==> config.mk <==
export PLATFORM = sky130hd
export DESIGN_NAME = cbaf_core
export DESIGN_NICKNAME = d
export VERILOG_FILES = /design/src/rtl/cbaf_pkg.sv /design/src/rtl/cbaf_core.sv
export VERILOG_INCLUDE_DIRS = /design/src /design/src/rtl
export SDC_FILE = /design/constraint.sdc
export NUM_CORES = 1
export LEC_CHECK = 0
export ABC_AREA = 1
export BUFFER_PORTS_ARGS = -buffer_cell sky130_fd_sc_hd__buf_4
export CORE_MARGIN = 1.5
export CORE_UTILIZATION = 30
export DETAILED_ROUTE_END_ITERATION = 6
export GPL_TIMING_DRIVEN = 0
export SYNTH_ARGS = -nofsm -noshare
export SYNTH_HDL_FRONTEND = slang
export SYNTH_SLANG_ARGS = --single-unit
==> constraint.sdc <==
create_clock -name i_ref_clk -period 2.7 [get_ports i_ref_clk]
set_clock_uncertainty 0.2 [all_clocks]
set_input_delay 0.135 -clock i_ref_clk [delete_from_list [all_inputs] [get_ports i_ref_clk]]
set_output_delay 0.135 -clock i_ref_clk [all_outputs]
set_load 0.02 [all_outputs]
==> src/rtl/cbaf_defs.svh <==
// Offsets, field positions, reset values for the core banked SFR block.
// Included by the package and the design; definitions only.
`ifndef CBAF_DEFS_SVH
`define CBAF_DEFS_SVH

// Data-memory addresses of the SFRs held here, then the outside store control and the start of general RAM
`define CBAF_A_WIN_A     8'h00
`define CBAF_A_PTR_A     8'h01
`define CBAF_A_WIN_B     8'h02
`define CBAF_A_PTR_B     8'h03
`define CBAF_A_BANK      8'h04
`define CBAF_A_PCL       8'h06
`define CBAF_A_TBL_LO    8'h07
`define CBAF_A_TBL_LATCH 8'h08
`define CBAF_A_TBL_HI    8'h09
`define CBAF_A_FLAGS     8'h0A
`define CBAF_A_NV_CTRL   8'h40
`define CBAF_GPR_BASE    8'h80

// APB byte offsets
`define CBAF_P_BANK      8'h00
`define CBAF_P_FLAGS     8'h04
`define CBAF_P_PTR_A     8'h08
`define CBAF_P_PTR_B     8'h0C
`define CBAF_P_TBL_LO    8'h10
`define CBAF_P_TBL_HI    8'h14
`define CBAF_P_TBL_LATCH 8'h18
`define CBAF_P_PCL       8'h1C

// Flag register fields
`define CBAF_F_C         0
`define CBAF_F_AC        1
`define CBAF_F_Z         2
`define CBAF_F_OV        3
`define CBAF_F_PDF       4
`define CBAF_F_TO        5

`define CBAF_BANK_RST    1'b0
`define CBAF_ARITH_RST   4'h0
`define CBAF_NV_BYTES    64
`endif

==> src/rtl/cbaf_pkg.sv <==
// Types shared by the core banked SFR block and its surroundings.
// Assumes cbaf_defs.svh on the include path.
package cbaf_pkg;
  `include "cbaf_defs.svh"

  typedef enum logic [2:0] {
    CBAF_OP_ADD  = 3'b000,
    CBAF_OP_SUB  = 3'b001,
    CBAF_OP_ROTC = 3'b010,
    CBAF_OP_LOGIC = 3'b011
  } cbaf_op_e;

  typedef struct packed {
    logic       valid;
    logic       write;
    logic [7:0] addr;
    logic [7:0] wdata;
  } cbaf_req_s;

  typedef struct packed {
    logic       valid;
    logic       write;
    logic       bank;
    logic [7:0] addr;
    logic [7:0] wdata;
  } cbaf_mem_s;

  typedef struct packed {
    logic       valid;
    cbaf_op_e   op;
    logic [7:0] a;
    logic [7:0] b;
    logic       cin;
    logic [7:0] result;
  } cbaf_alu_s;
endpackage : cbaf_pkg

==> src/rtl/cbaf_core.sv <==
// Core SFR block: banked indirect addressing, PC low jump, table pointers,
// flag register. Assumes a datapath on the same clock, an async-read data RAM,
// and an APB master for software access.
//
// Added by the designer: the APB interface to the registers and the register addresses.
`timescale 1ns/1ps
`include "cbaf_defs.svh"

module cbaf_core
  import cbaf_pkg::*;
(
  input  wire logic        i_ref_clk,
  input  wire logic        i_reset,
  input  wire logic        i_ce,
  input  wire logic        i_soft_reset,
  input  wire logic        i_reset_wdt_pd,
  input  wire logic        i_psel,
  input  wire logic        i_penable,
  input  wire logic        i_pwrite,
  input  wire logic [7:0]  i_paddr,
  input  wire logic [31:0] i_pwdata,
  output logic      [31:0] o_prdata,
  output logic             o_pready,
  output logic             o_pslverr,
  input  wire cbaf_req_s   i_req,
  output logic      [7:0]  o_rdata,
  output logic             o_rvalid,
  output cbaf_mem_s        o_mem,
  input  wire logic [7:0]  i_mem_rdata,
  input  wire cbaf_alu_s   i_alu,
  input  wire logic        i_halt,
  input  wire logic        i_watchdog_clear_instruction,
  input  wire logic        i_wdt_timeout,
  input  wire logic [10:0] i_pc,
  output logic             o_jump,
  output logic      [10:0] o_jump_addr,
  output logic      [10:0] o_tab_addr,
  input  wire logic        i_tab_done,
  input  wire logic [15:0] i_tab_word,
  output logic      [7:0]  o_tab_low,
  output logic      [7:0]  o_flags
);

  logic [7:0] ptr_a_q;
  logic [7:0] ptr_b_q;
  logic       bank_q;
  logic [7:0] tbl_lo_q;
  logic [7:0] tbl_hi_q;
  logic [7:0] tbl_latch_q;
  logic [3:0] arith_q;
  logic       pdf_q;
  logic       to_q;
  logic [7:0] rdata_q;
  logic       rvalid_q;
  logic       jump_q;
  logic [10:0] jump_addr_q;
  logic [7:0] tab_low_q;
  logic [31:0] prdata_q;

  // Resolved datapath access
  logic [7:0] ea;
  logic       ea_bank;
  logic       is_window;
  logic       null_acc;
  logic       own_hit;
  logic [7:0] own_rdata;
  logic       dp_wr;

  // APB decode
  logic       apb_setup;
  logic       apb_wr;
  logic       apb_hit;

  // Flag byte as seen by reads
  function automatic logic [7:0] flag_byte(input logic to_f, input logic pdf_f,
                                           input logic [3:0] ar);
    flag_byte = {2'b00, to_f, pdf_f, ar};
  endfunction : flag_byte

  // Whether an address is one of the SFRs held in this block
  function automatic logic own_addr(input logic [7:0] a);
    own_addr = (a == `CBAF_A_PTR_A) || (a == `CBAF_A_PTR_B) ||
               (a == `CBAF_A_BANK) || (a == `CBAF_A_PCL) ||
               (a == `CBAF_A_TBL_LO) || (a == `CBAF_A_TBL_HI) ||
               (a == `CBAF_A_TBL_LATCH) || (a == `CBAF_A_FLAGS);
  endfunction : own_addr

  // New arithmetic flags {OV, Z, AC, C} for one ALU operation
  function automatic logic [3:0] alu_flags(input cbaf_alu_s u, input logic [3:0] old);
    logic [8:0] full;
    logic [4:0] nib;
    logic [7:0] low7;
    logic       c7;
    logic       c8;
    logic       zf;
    full = 9'h000;
    nib  = 5'h00;
    low7 = 8'h00;
    c7   = 1'b0;
    c8   = 1'b0;
    zf   = 1'b0;
    alu_flags = old;
    unique case (u.op)
      CBAF_OP_ADD: begin
        full = {1'b0, u.a} + {1'b0, u.b} + {8'h00, u.cin};
        nib  = {1'b0, u.a[3:0]} + {1'b0, u.b[3:0]} + {4'h0, u.cin};
        low7 = {1'b0, u.a[6:0]} + {1'b0, u.b[6:0]} + {7'h00, u.cin};
      end
      CBAF_OP_SUB: begin
        // Subtract as a + ~b + cin; carry out then means no borrow
        full = {1'b0, u.a} + {1'b0, ~u.b} + {8'h00, u.cin};
        nib  = {1'b0, u.a[3:0]} + {1'b0, ~u.b[3:0]} + {4'h0, u.cin};
        low7 = {1'b0, u.a[6:0]} + {1'b0, ~u.b[6:0]} + {7'h00, u.cin};
      end
      CBAF_OP_ROTC: begin
        alu_flags[`CBAF_F_C] = u.cin;
      end
      CBAF_OP_LOGIC: begin
        alu_flags[`CBAF_F_Z] = (u.result == 8'h00);
      end
      default: begin
        alu_flags = old;
      end
    endcase
    if (u.op == CBAF_OP_ADD || u.op == CBAF_OP_SUB) begin
      c8 = full[8];
      c7 = low7[7];
      zf = (full[7:0] == 8'h00);
      alu_flags[`CBAF_F_C]  = c8;
      alu_flags[`CBAF_F_AC] = nib[4];
      alu_flags[`CBAF_F_Z]  = zf;
      alu_flags[`CBAF_F_OV] = c7 ^ c8;
    end
  endfunction : alu_flags

  // Address resolution for the datapath
  always_comb begin
    is_window = 1'b0;
    ea        = i_req.addr;
    ea_bank   = 1'b0;
    if (i_req.addr == `CBAF_A_WIN_A) begin
      is_window = 1'b1;
      ea        = ptr_a_q;
      ea_bank   = 1'b0;
    end else if (i_req.addr == `CBAF_A_WIN_B) begin
      is_window = 1'b1;
      ea        = ptr_b_q;
      ea_bank   = bank_q;
    end
  end

  assign null_acc = is_window && (ea == `CBAF_A_WIN_A || ea == `CBAF_A_WIN_B);
  assign own_hit  = own_addr(ea);
  assign dp_wr    = i_ce && i_req.valid && i_req.write && own_hit && !null_acc;

  // Outside locations; bank only matters for general RAM and the store control
  always_comb begin
    o_mem.valid = i_req.valid && !own_hit && !null_acc;
    o_mem.write = i_req.write;
    o_mem.addr  = ea;
    o_mem.wdata = i_req.wdata;
    o_mem.bank  = ea_bank && (ea >= `CBAF_GPR_BASE || ea == `CBAF_A_NV_CTRL);
  end

  always_comb begin
    unique case (ea)
      `CBAF_A_PTR_A:     own_rdata = ptr_a_q;
      `CBAF_A_PTR_B:     own_rdata = ptr_b_q;
      `CBAF_A_BANK:      own_rdata = {7'h00, bank_q};
      `CBAF_A_PCL:       own_rdata = i_pc[7:0];
      `CBAF_A_TBL_LO:    own_rdata = tbl_lo_q;
      `CBAF_A_TBL_HI:    own_rdata = tbl_hi_q;
      `CBAF_A_TBL_LATCH: own_rdata = tbl_latch_q;
      `CBAF_A_FLAGS:     own_rdata = flag_byte(to_q, pdf_q, arith_q);
      default:           own_rdata = 8'h00;
    endcase
  end

  // Datapath read answer, one cycle after the request
  always_ff @(posedge i_ref_clk or posedge i_reset) begin
    if (i_reset) begin
      rdata_q  <= 8'h00;
      rvalid_q <= 1'b0;
    end else if (i_ce) begin
      rvalid_q <= i_req.valid && !i_req.write;
      if (i_req.valid && !i_req.write) begin
        if (null_acc) begin
          rdata_q <= 8'h00;
        end else if (own_hit) begin
          rdata_q <= own_rdata;
        end else begin
          rdata_q <= i_mem_rdata;
        end
      end
    end
  end

  assign o_rdata  = rdata_q;
  assign o_rvalid = rvalid_q;

  // APB: zero wait states, read data latched in the setup cycle
  assign apb_setup = i_psel && !i_penable;
  assign apb_hit   = (i_paddr[1:0] == 2'b00) && (i_paddr <= `CBAF_P_PCL);
  assign apb_wr    = i_ce && i_psel && i_penable && i_pwrite && apb_hit;
  assign o_pready  = 1'b1;
  assign o_pslverr = i_psel && i_penable && !apb_hit;

  always_ff @(posedge i_ref_clk or posedge i_reset) begin
    if (i_reset) begin
      prdata_q <= 32'h0000_0000;
    end else if (i_ce && apb_setup) begin
      unique case (i_paddr)
        `CBAF_P_BANK:      prdata_q <= {31'h0000_0000, bank_q};
        `CBAF_P_FLAGS:     prdata_q <= {24'h00_0000, flag_byte(to_q, pdf_q, arith_q)};
        `CBAF_P_PTR_A:     prdata_q <= {24'h00_0000, ptr_a_q};
        `CBAF_P_PTR_B:     prdata_q <= {24'h00_0000, ptr_b_q};
        `CBAF_P_TBL_LO:    prdata_q <= {24'h00_0000, tbl_lo_q};
        `CBAF_P_TBL_HI:    prdata_q <= {24'h00_0000, tbl_hi_q};
        `CBAF_P_TBL_LATCH: prdata_q <= {24'h00_0000, tbl_latch_q};
        `CBAF_P_PCL:       prdata_q <= {24'h00_0000, i_pc[7:0]};
        default:           prdata_q <= 32'h0000_0000;
      endcase
    end
  end

  assign o_prdata = prdata_q;

  // Pointers; datapath writes win over a same-cycle APB write
  always_ff @(posedge i_ref_clk or posedge i_reset) begin
    if (i_reset) begin
      ptr_a_q <= 8'h00;
      ptr_b_q <= 8'h00;
    end else if (dp_wr && ea == `CBAF_A_PTR_A) begin
      ptr_a_q <= i_req.wdata;
    end else if (dp_wr && ea == `CBAF_A_PTR_B) begin
      ptr_b_q <= i_req.wdata;
    end else if (apb_wr && i_paddr == `CBAF_P_PTR_A) begin
      ptr_a_q <= i_pwdata[7:0];
    end else if (apb_wr && i_paddr == `CBAF_P_PTR_B) begin
      ptr_b_q <= i_pwdata[7:0];
    end
  end

  // Bank select; a watchdog reset in power-down keeps the bank
  always_ff @(posedge i_ref_clk or posedge i_reset) begin
    if (i_reset) begin
      bank_q <= `CBAF_BANK_RST;
    end else if (i_ce) begin
      if (i_soft_reset) begin
        if (!i_reset_wdt_pd) begin
          bank_q <= `CBAF_BANK_RST;
        end
      end else if (dp_wr && ea == `CBAF_A_BANK) begin
        bank_q <= i_req.wdata[0];
      end else if (apb_wr && i_paddr == `CBAF_P_BANK) begin
        bank_q <= i_pwdata[0];
      end
    end
  end

  // Jump on PC low write; the pulse also tells the datapath to insert a dummy cycle
  always_ff @(posedge i_ref_clk or posedge i_reset) begin
    if (i_reset) begin
      jump_q      <= 1'b0;
      jump_addr_q <= 11'h000;
    end else if (i_ce) begin
      jump_q <= dp_wr && ea == `CBAF_A_PCL;
      if (dp_wr && ea == `CBAF_A_PCL) begin
        jump_addr_q <= {i_pc[10:8], i_req.wdata};
      end
    end
  end

  assign o_jump      = jump_q;
  assign o_jump_addr = jump_addr_q;

  // Table pointers and latch
  always_ff @(posedge i_ref_clk or posedge i_reset) begin
    if (i_reset) begin
      tbl_lo_q <= 8'h00;
      tbl_hi_q <= 8'h00;
    end else if (dp_wr && ea == `CBAF_A_TBL_LO) begin
      tbl_lo_q <= i_req.wdata;
    end else if (dp_wr && ea == `CBAF_A_TBL_HI) begin
      tbl_hi_q <= i_req.wdata;
    end else if (apb_wr && i_paddr == `CBAF_P_TBL_LO) begin
      tbl_lo_q <= i_pwdata[7:0];
    end else if (apb_wr && i_paddr == `CBAF_P_TBL_HI) begin
      tbl_hi_q <= i_pwdata[7:0];
    end
  end

  // Only three high bits reach a 2K-word program space
  assign o_tab_addr = {tbl_hi_q[2:0], tbl_lo_q};

  always_ff @(posedge i_ref_clk or posedge i_reset) begin
    if (i_reset) begin
      tbl_latch_q <= 8'h00;
      tab_low_q   <= 8'h00;
    end else if (i_ce && i_tab_done) begin
      tbl_latch_q <= i_tab_word[15:8];
      tab_low_q   <= i_tab_word[7:0];
    end else if (dp_wr && ea == `CBAF_A_TBL_LATCH) begin
      tbl_latch_q <= i_req.wdata;
    end
  end

  assign o_tab_low = tab_low_q;

  // Arithmetic flags; an ALU update in the same cycle beats a register write
  always_ff @(posedge i_ref_clk or posedge i_reset) begin
    if (i_reset) begin
      arith_q <= `CBAF_ARITH_RST;
    end else if (i_ce) begin
      if (i_alu.valid) begin
        arith_q <= alu_flags(i_alu, arith_q);
      end else if (dp_wr && ea == `CBAF_A_FLAGS) begin
        arith_q <= i_req.wdata[3:0];
      end else if (apb_wr && i_paddr == `CBAF_P_FLAGS) begin
        arith_q <= i_pwdata[3:0];
      end
    end
  end

  // System flags: untouched by writes and by soft resets
  always_ff @(posedge i_ref_clk or posedge i_reset) begin
    if (i_reset) begin
      pdf_q <= 1'b0;
    end else if (i_ce) begin
      if (i_halt) begin
        pdf_q <= 1'b1;
      end else if (i_watchdog_clear_instruction) begin
        pdf_q <= 1'b0;
      end
    end
  end

  // Expiry wins over a clear in the same cycle so no timeout is lost
  always_ff @(posedge i_ref_clk or posedge i_reset) begin
    if (i_reset) begin
      to_q <= 1'b0;
    end else if (i_ce) begin
      if (i_wdt_timeout) begin
        to_q <= 1'b1;
      end else if (i_watchdog_clear_instruction || i_halt) begin
        to_q <= 1'b0;
      end
    end
  end

  // No save path exists; software must stack the flags itself
  assign o_flags = flag_byte(to_q, pdf_q, arith_q);

endmodule : cbaf_core

After elaboration in Yosys (flattened, before gate mapping)
Cells that the tools add are included.
- input port bits: 134
- output and inout bits: 101
- bits in registers: 108
- $lt $le $gt $ge: 2
- reductions and logical operators: 77
- equal/unequal tests: 29
- mux-type cells: 45
- bitwise gates (word level): 6
- $add $sub $neg: 12
- operators by type and width (cell ; count):
    $mux W8 ; 20
    $pmux W8 S8 ; 2
    $eq A8 B4 Y1 const B ; 5
    $logic_not A8 Y1 ; 5
    $logic_and A1 B1 Y1 ; 33
    $eq A8 B3 Y1 const B ; 4
    $eq A8 B5 Y1 const B ; 4
    $eq A8 B2 Y1 const B ; 3
    $add A8 B8 Y9 ; 2
    $add A9 B1 Y9 ; 2
    $mux W9 ; 2
    $pmux W9 S2 ; 1
    $reduce_and A3 Y1 ; 6
    $add A7 B7 Y8 ; 2
    $add A8 B1 Y8 ; 2
    $mux W4 ; 4
    $pmux W8 S2 ; 1
    $mux W1 ; 14
    $reduce_bool A2 Y1 ; 7
    $reduce_and A2 Y1 ; 6
    $logic_or A1 B1 Y1 ; 11
    $add A4 B4 Y5 ; 2
    $add A5 B1 Y5 ; 2
    $ne A2 B2 Y1 const B ; 5
    other kinds (18) ; 26

Logic depth before layout (Yosys ltp)
- word-level depth: 16
- mapped depth: 20
- depth with buffers taken out: 19

Worst setup path before layout
No wires, ideal clock.
- path kind: input to output
- from: input i_req[12] in the netlist's numbering
- to: output o_mem[18] in the netlist's numbering
- stages on the path: 16
- path buffers: 3
- setup slack: 0.156 ns
- data required time: 2.365 ns
- arrival: 2.209 ns
- cell sequence: nor2_2 nand2_4 inv_2 nand2_2 nand2_2 nand3_2 nand2_1 nor2_1 nand2_2 nand2_1 nor2_2 nand2_4 buf_8 buf_6 buf_6 nor3_1
- RTL lines (item ; RTL line ; RTL):
    start, declared ; cbaf_core.sv:25 ; input wire cbaf_req_s i_req,
    end, declared ; cbaf_core.sv:28 ; output cbaf_mem_s o_mem,

Final worst setup path
- from: register ptr_a_q[2]
- to: register ptr_b_q[4]
- longest elaborated chain between the ends: 14
- elaborated cells on any way between the ends: 30
- ends and longest elaborated chain (item ; RTL line ; RTL):
    start, declared ; cbaf_core.sv:44 ; logic [7:0] ptr_a_q;
    start signal, assigned ; cbaf_core.sv:234 ; ptr_a_q <= i_req.wdata;
    start signal, assigned ; cbaf_core.sv:238 ; ptr_a_q <= i_pwdata[7:0];
    $mux W8 * ; cbaf_core.sv:141 ; if (i_req.addr == `CBAF_A_WIN_A) begin
    $eq A8 B1 Y1 or $eq A8 B2 Y1 (tied branches) ; -- ;
    $logic_or A1 B1 Y1 (7 in series) ; cbaf_core.sv:82 ; own_addr = (a == `CBAF_A_PTR_A) || (a == `CBAF_A_PTR_B) ||
    $logic_and A1 B1 Y1 (2 in series) ; cbaf_core.sv:154 ; assign dp_wr = i_ce && i_req.valid && i_req.write && own_hit && !null_acc;
    $logic_and A1 B1 Y1 (no line) ; -- ;
    $ne A2 B2 Y1 (no line) (tied with other cells) ; -- ;
    $reduce_and A3 Y1 (no line) ; -- ;
    end signal, assigned ; cbaf_core.sv:236 ; ptr_b_q <= i_req.wdata;
    end signal, assigned ; cbaf_core.sv:240 ; ptr_b_q <= i_pwdata[7:0];
    end, declared ; cbaf_core.sv:45 ; logic [7:0] ptr_b_q;
Every way passes the cells marked *; elsewhere a longest branch is shown, timed or not.
A chain may end at the register's enable or synchronous reset.

==> impl_summary.txt <==
----------------------------------------------------
[Die]
  Count of pins on the block boundary ... 235
  Core Rows ... 54
  Die outline height ... 151 um
  Die area ... 22800 sq um
  Effective utilization at floorplan ... 0.304
  Core Box Area ... 21700 sq um
  Die Wd ... 151 um

[Final layout]
  Net count, final ... 1407
  Area growth from synthesis to final layout ... 46.6%
  Post-Layout Inst Area ... 9650 sq um
  Layout cells sized above 1 ... 0.291
  Leading cell types in the layout, fill and taps excluded ... 304 x nand2_1, 236 x buf_4, 115 x inv_1, 79 x dfrtp_1, 51 x dlygate4sd3_1
  Count of filler cells inserted in the layout ... 2265
  Most common library cell in the layout ignoring fill and taps ... nand2_1
  Number of antenna repair diodes ... 0

[Route]
  Vias per cell ... 4.85
  Number of violations reported at the end of detailed-routing iteration 0 ... 638
  Vias after detailed routing ... 7463
  Wire length after detailed routing ... 24.9 mm
  DR DRC count ... 0
  Residual antenna-violating net count after detailed routing ... 0
  Post-detailed-route wirelength per cell ... 16.1 um
  Detailed Routing Iterations Pass 1 ... 6

[Worst hold path]
  Worst Hold Path Cells ... 5
  Worst Hold End ... o_rdata[7]$_DFFE_PP0P_
  Min-Delay Path Class ... input port to register
  Worst hold start ... i_pc[7]

[STA]
  Final clock period utilization by the worst path ... 0.965
  Transition time at the pin with the least slew margin ... 0.705 ns
  Relative slew slack ... 0.528
  Setup TNS after final layout ... 0 ns
  Maximum frequency from static timing analysis ... 384 MHz
  Worst Hold Slack ... 0.00992 ns
  Shortest clock period the worst path allows after layout ... 2.61 ns
  Final Hold Vio Count ... 0
  Setup Viol. Count Final ... 0
  Max Transition Viols Final ... 0

[Worst setup path]
  Kind of launch point of the worst setup path ... register
  Largest driver fanout on the critical path ... 9
  End of the worst register-to-register path ... ptr_b_q[4]$_DFFE_PP0P_
  Number of cells traversed by the worst register-to-register path ... 17
  Required time of the worst setup path ... 2.74 ns
  Startpoint-to-endpoint class of the critical path ... register to register
  Endpoint type of the worst setup path ... register
  Arrival time of data at the critical path endpoint ... 2.65 ns
  Reg-to-Reg Start ... ptr_a_q[2]$_DFFE_PP0P_
  R2r setup slk ... 0.09 ns

[CTS]
  Clock sink count ... 84
  Insertion delay to the later sink of the worst-skew pair ... 0.35 ns
  Deepest clock path buffer count ... 2
  Clock transition at path regs ... 0.07 ns
  H-Tree Level Count ... 3
  Number of clock buffers inserted by TritonCTS ... 9
  Clock tree from TritonCTS ... done
  CTS Root Buffer Type ... clkbuf_16

[Synth]
  Distinct cells, synth ... 50
  Number of synthesis warnings ... 0
  Post-synth EDFFs ... 0
  Post-synthesis instance area ... 6590 sq um
  Synthesized flop and latch total ... 84
  Top_reg_cell synth ... dfrtp_1
  Average instance area after synthesis ... 6.80 sq um
  Proportion of synthesized flip-flops having asynchronous set or reset ... 1.00
  Register area share after synthesis ... 0.319
  Top cells by area in the synthesized netlist ... dfrtp_1 32%, nand2_1 18%, inv_1 6.9%, buf_4 4.7%, nand3_1 3.8%
  Cells after synthesis ... 968
  Biggest area consumer among synthesized cells ... dfrtp_1
  Top-area cell type share of the netlist area ... 0.319

[Global route]
  Maximum number of pins on one net before global-route repair ... 54
  Initial antenna violation count ... 0
  Global route overflow ... 0
  Number of global-route vias before repair ... 6769
  Global-route wire length before repair ... 37.3 mm
  GRT Overall Usage ... 0.215

[Placement]
  Placed inst area ... 8420 sq um
  Number of port buffers ... 181
  HPWL Detailed ... 19.0 mm
  Global placer's final weighted congestion ... 0.948

[Power]
  Maximum vdd drop ... 191 uV
  Power density over the cells ... 384 nW/um^2
  Leak pwr ... 5.10 nW

[Run status]
  Run status ... completed

[Run]
  Max-cap check violation count ... 0

----------------------------------------------------
-- area by class of cell --
cell class | instances | area [sq um] | area share
multi-input combinational | 720 | 3880 | 0.402
sequential | 84 | 2110 | 0.218
timing repair buffer | 251 | 2050 | 0.213
inverter | 131 | 504 | 0.0522
buffer | 58 | 445 | 0.0461
tap | 280 | 350 | 0.0363
clock buffer | 9 | 225 | 0.0233
clock inverter | 7 | 81.3 | 0.00843
-- registers in the layout (all words and copies together) (netlist names) --
name / cells
bank_q: 1
o_rvalid: 1
tbl_lo_q: 8
tbl_latch_q: 8
pdf_q: 1
o_tab_low: 8
o_jump_addr: 11
o_prdata: 8
ptr_b_q: 8
tbl_hi_q: 8
arith_q: 4
o_rdata: 8
o_jump: 1
ptr_a_q: 8
to_q: 1
-- power breakdown --
group	leakage [nW]	switching (mW)	internal, mW
sequential	1.11	0.0442	1.33
clock	0.153	0.582	0.734
combinational	3.84	0.570	0.440
-- cells in the mapped netlist (9+ instances only) --
cell type / n
nand2_2: 12
inv_1: 121
o21ai_1: 42
mux2_2: 10
nor2_1: 56
o22ai_1: 21
nand3_1: 50
buf_4: 41
ha_1: 14
nor2_2: 9
nor3_1: 19
o211ai_1: 13
a21oi_1: 19
nand4_1: 9
nand2_1: 315
dfrtp_1: 84
o21ai_0: 49
-- per-stage QoR --
stage           util  worst slack (ns)  power (mW)  instances
3_5_place_dp   0.388            -0.382        2.31       1455
4_1_cts        0.434            0.0188        3.70       1530
6_report       0.445            0.0942        3.70       1540
2_1_floorplan      -             0.156        1.91        993
5_1_grt        0.445           -0.0466        3.89       1540
3_3_place_gp   0.387             -1.00        2.30       1454
-- worst max-delay path by stage --
stage	startpoint	endpoint	slack (ns)	depth (start not counted)
global route	ptr_b_q[0]$_DFFE_PP0P_	ptr_b_q[4]$_DFFE_PP0P_	-0.05	17
CTS	ptr_b_q[7]$_DFFE_PP0P_	ptr_b_q[4]$_DFFE_PP0P_	0.02	18
global placement	i_reset	pdf_q$_DFFE_PP0P_	-1.00	2
finish	ptr_a_q[2]$_DFFE_PP0P_	ptr_b_q[4]$_DFFE_PP0P_	0.09	17
detailed placement	i_ce	o_jump_addr[0]$_DFFE_PP0P_	-0.38	9
floorplan	i_req[12]	o_mem[18]	0.16	16
-- routing by layer --
| metal | GRT usage | routed length (um) | up-vias |
|---|---|---|---|
| met1 | 0.307 | 11200 | 3470 |
| met3 | 0.0220 | 1620 | 40 |
| li1 | - | - | 3647 |
| met5 | 0 | 0 | - |
| met4 | 0.0743 | 616 | 0 |
| met2 | 0.338 | 11400 | 306 |
-- kinds of logic (layout without fill, tap and decap cells) --
logic type | Yosys count | after routing | share of synthesized area
AND/OR/NAND/NOR | 495 | 496 | 0.331
buffers and inverters | 190 | 456 | 0.142
AO/OA/AOI/OAI | 166 | 166 | 0.146
flip-flops | 84 | 84 | 0.319
adder cells (fa/ha/maj) | 18 | 18 | 0.0388
multiplexers | 10 | 10 | 0.0171
XOR/XNOR | 3 | 3 | 0.00399
other | 2 | 27 | 0.00114
-- worst max-delay path, cell delays in order (launching register included) --
cell	delay, ns
dfrtp_2	0.46
inv_1	0.11
nor3_1	0.06
nor2_1	0.22
nand2_2	0.16
nor2_4	0.19
nand2_8	0.08
nand2_1	0.08
nor2_2	0.05
nand2_4	0.07
buf_12	0.10
buf_8	0.14
nand3_4	0.13
buf_6	0.17
nand2_1	0.05
o21ai_1	0.08
nand2_1	0.10
nand2_1	0.05
-- timing repair --
action,CTS,global route
pin swaps,13,14
cloned,1,1
hold buffers,51,0
gates resized for setup,29,44
buffers inserted,8,10
endpoints found under the setup margin,7,55
endpoints found under the hold margin,94,0
Note: power is estimated with default switching activity, not from simulation.
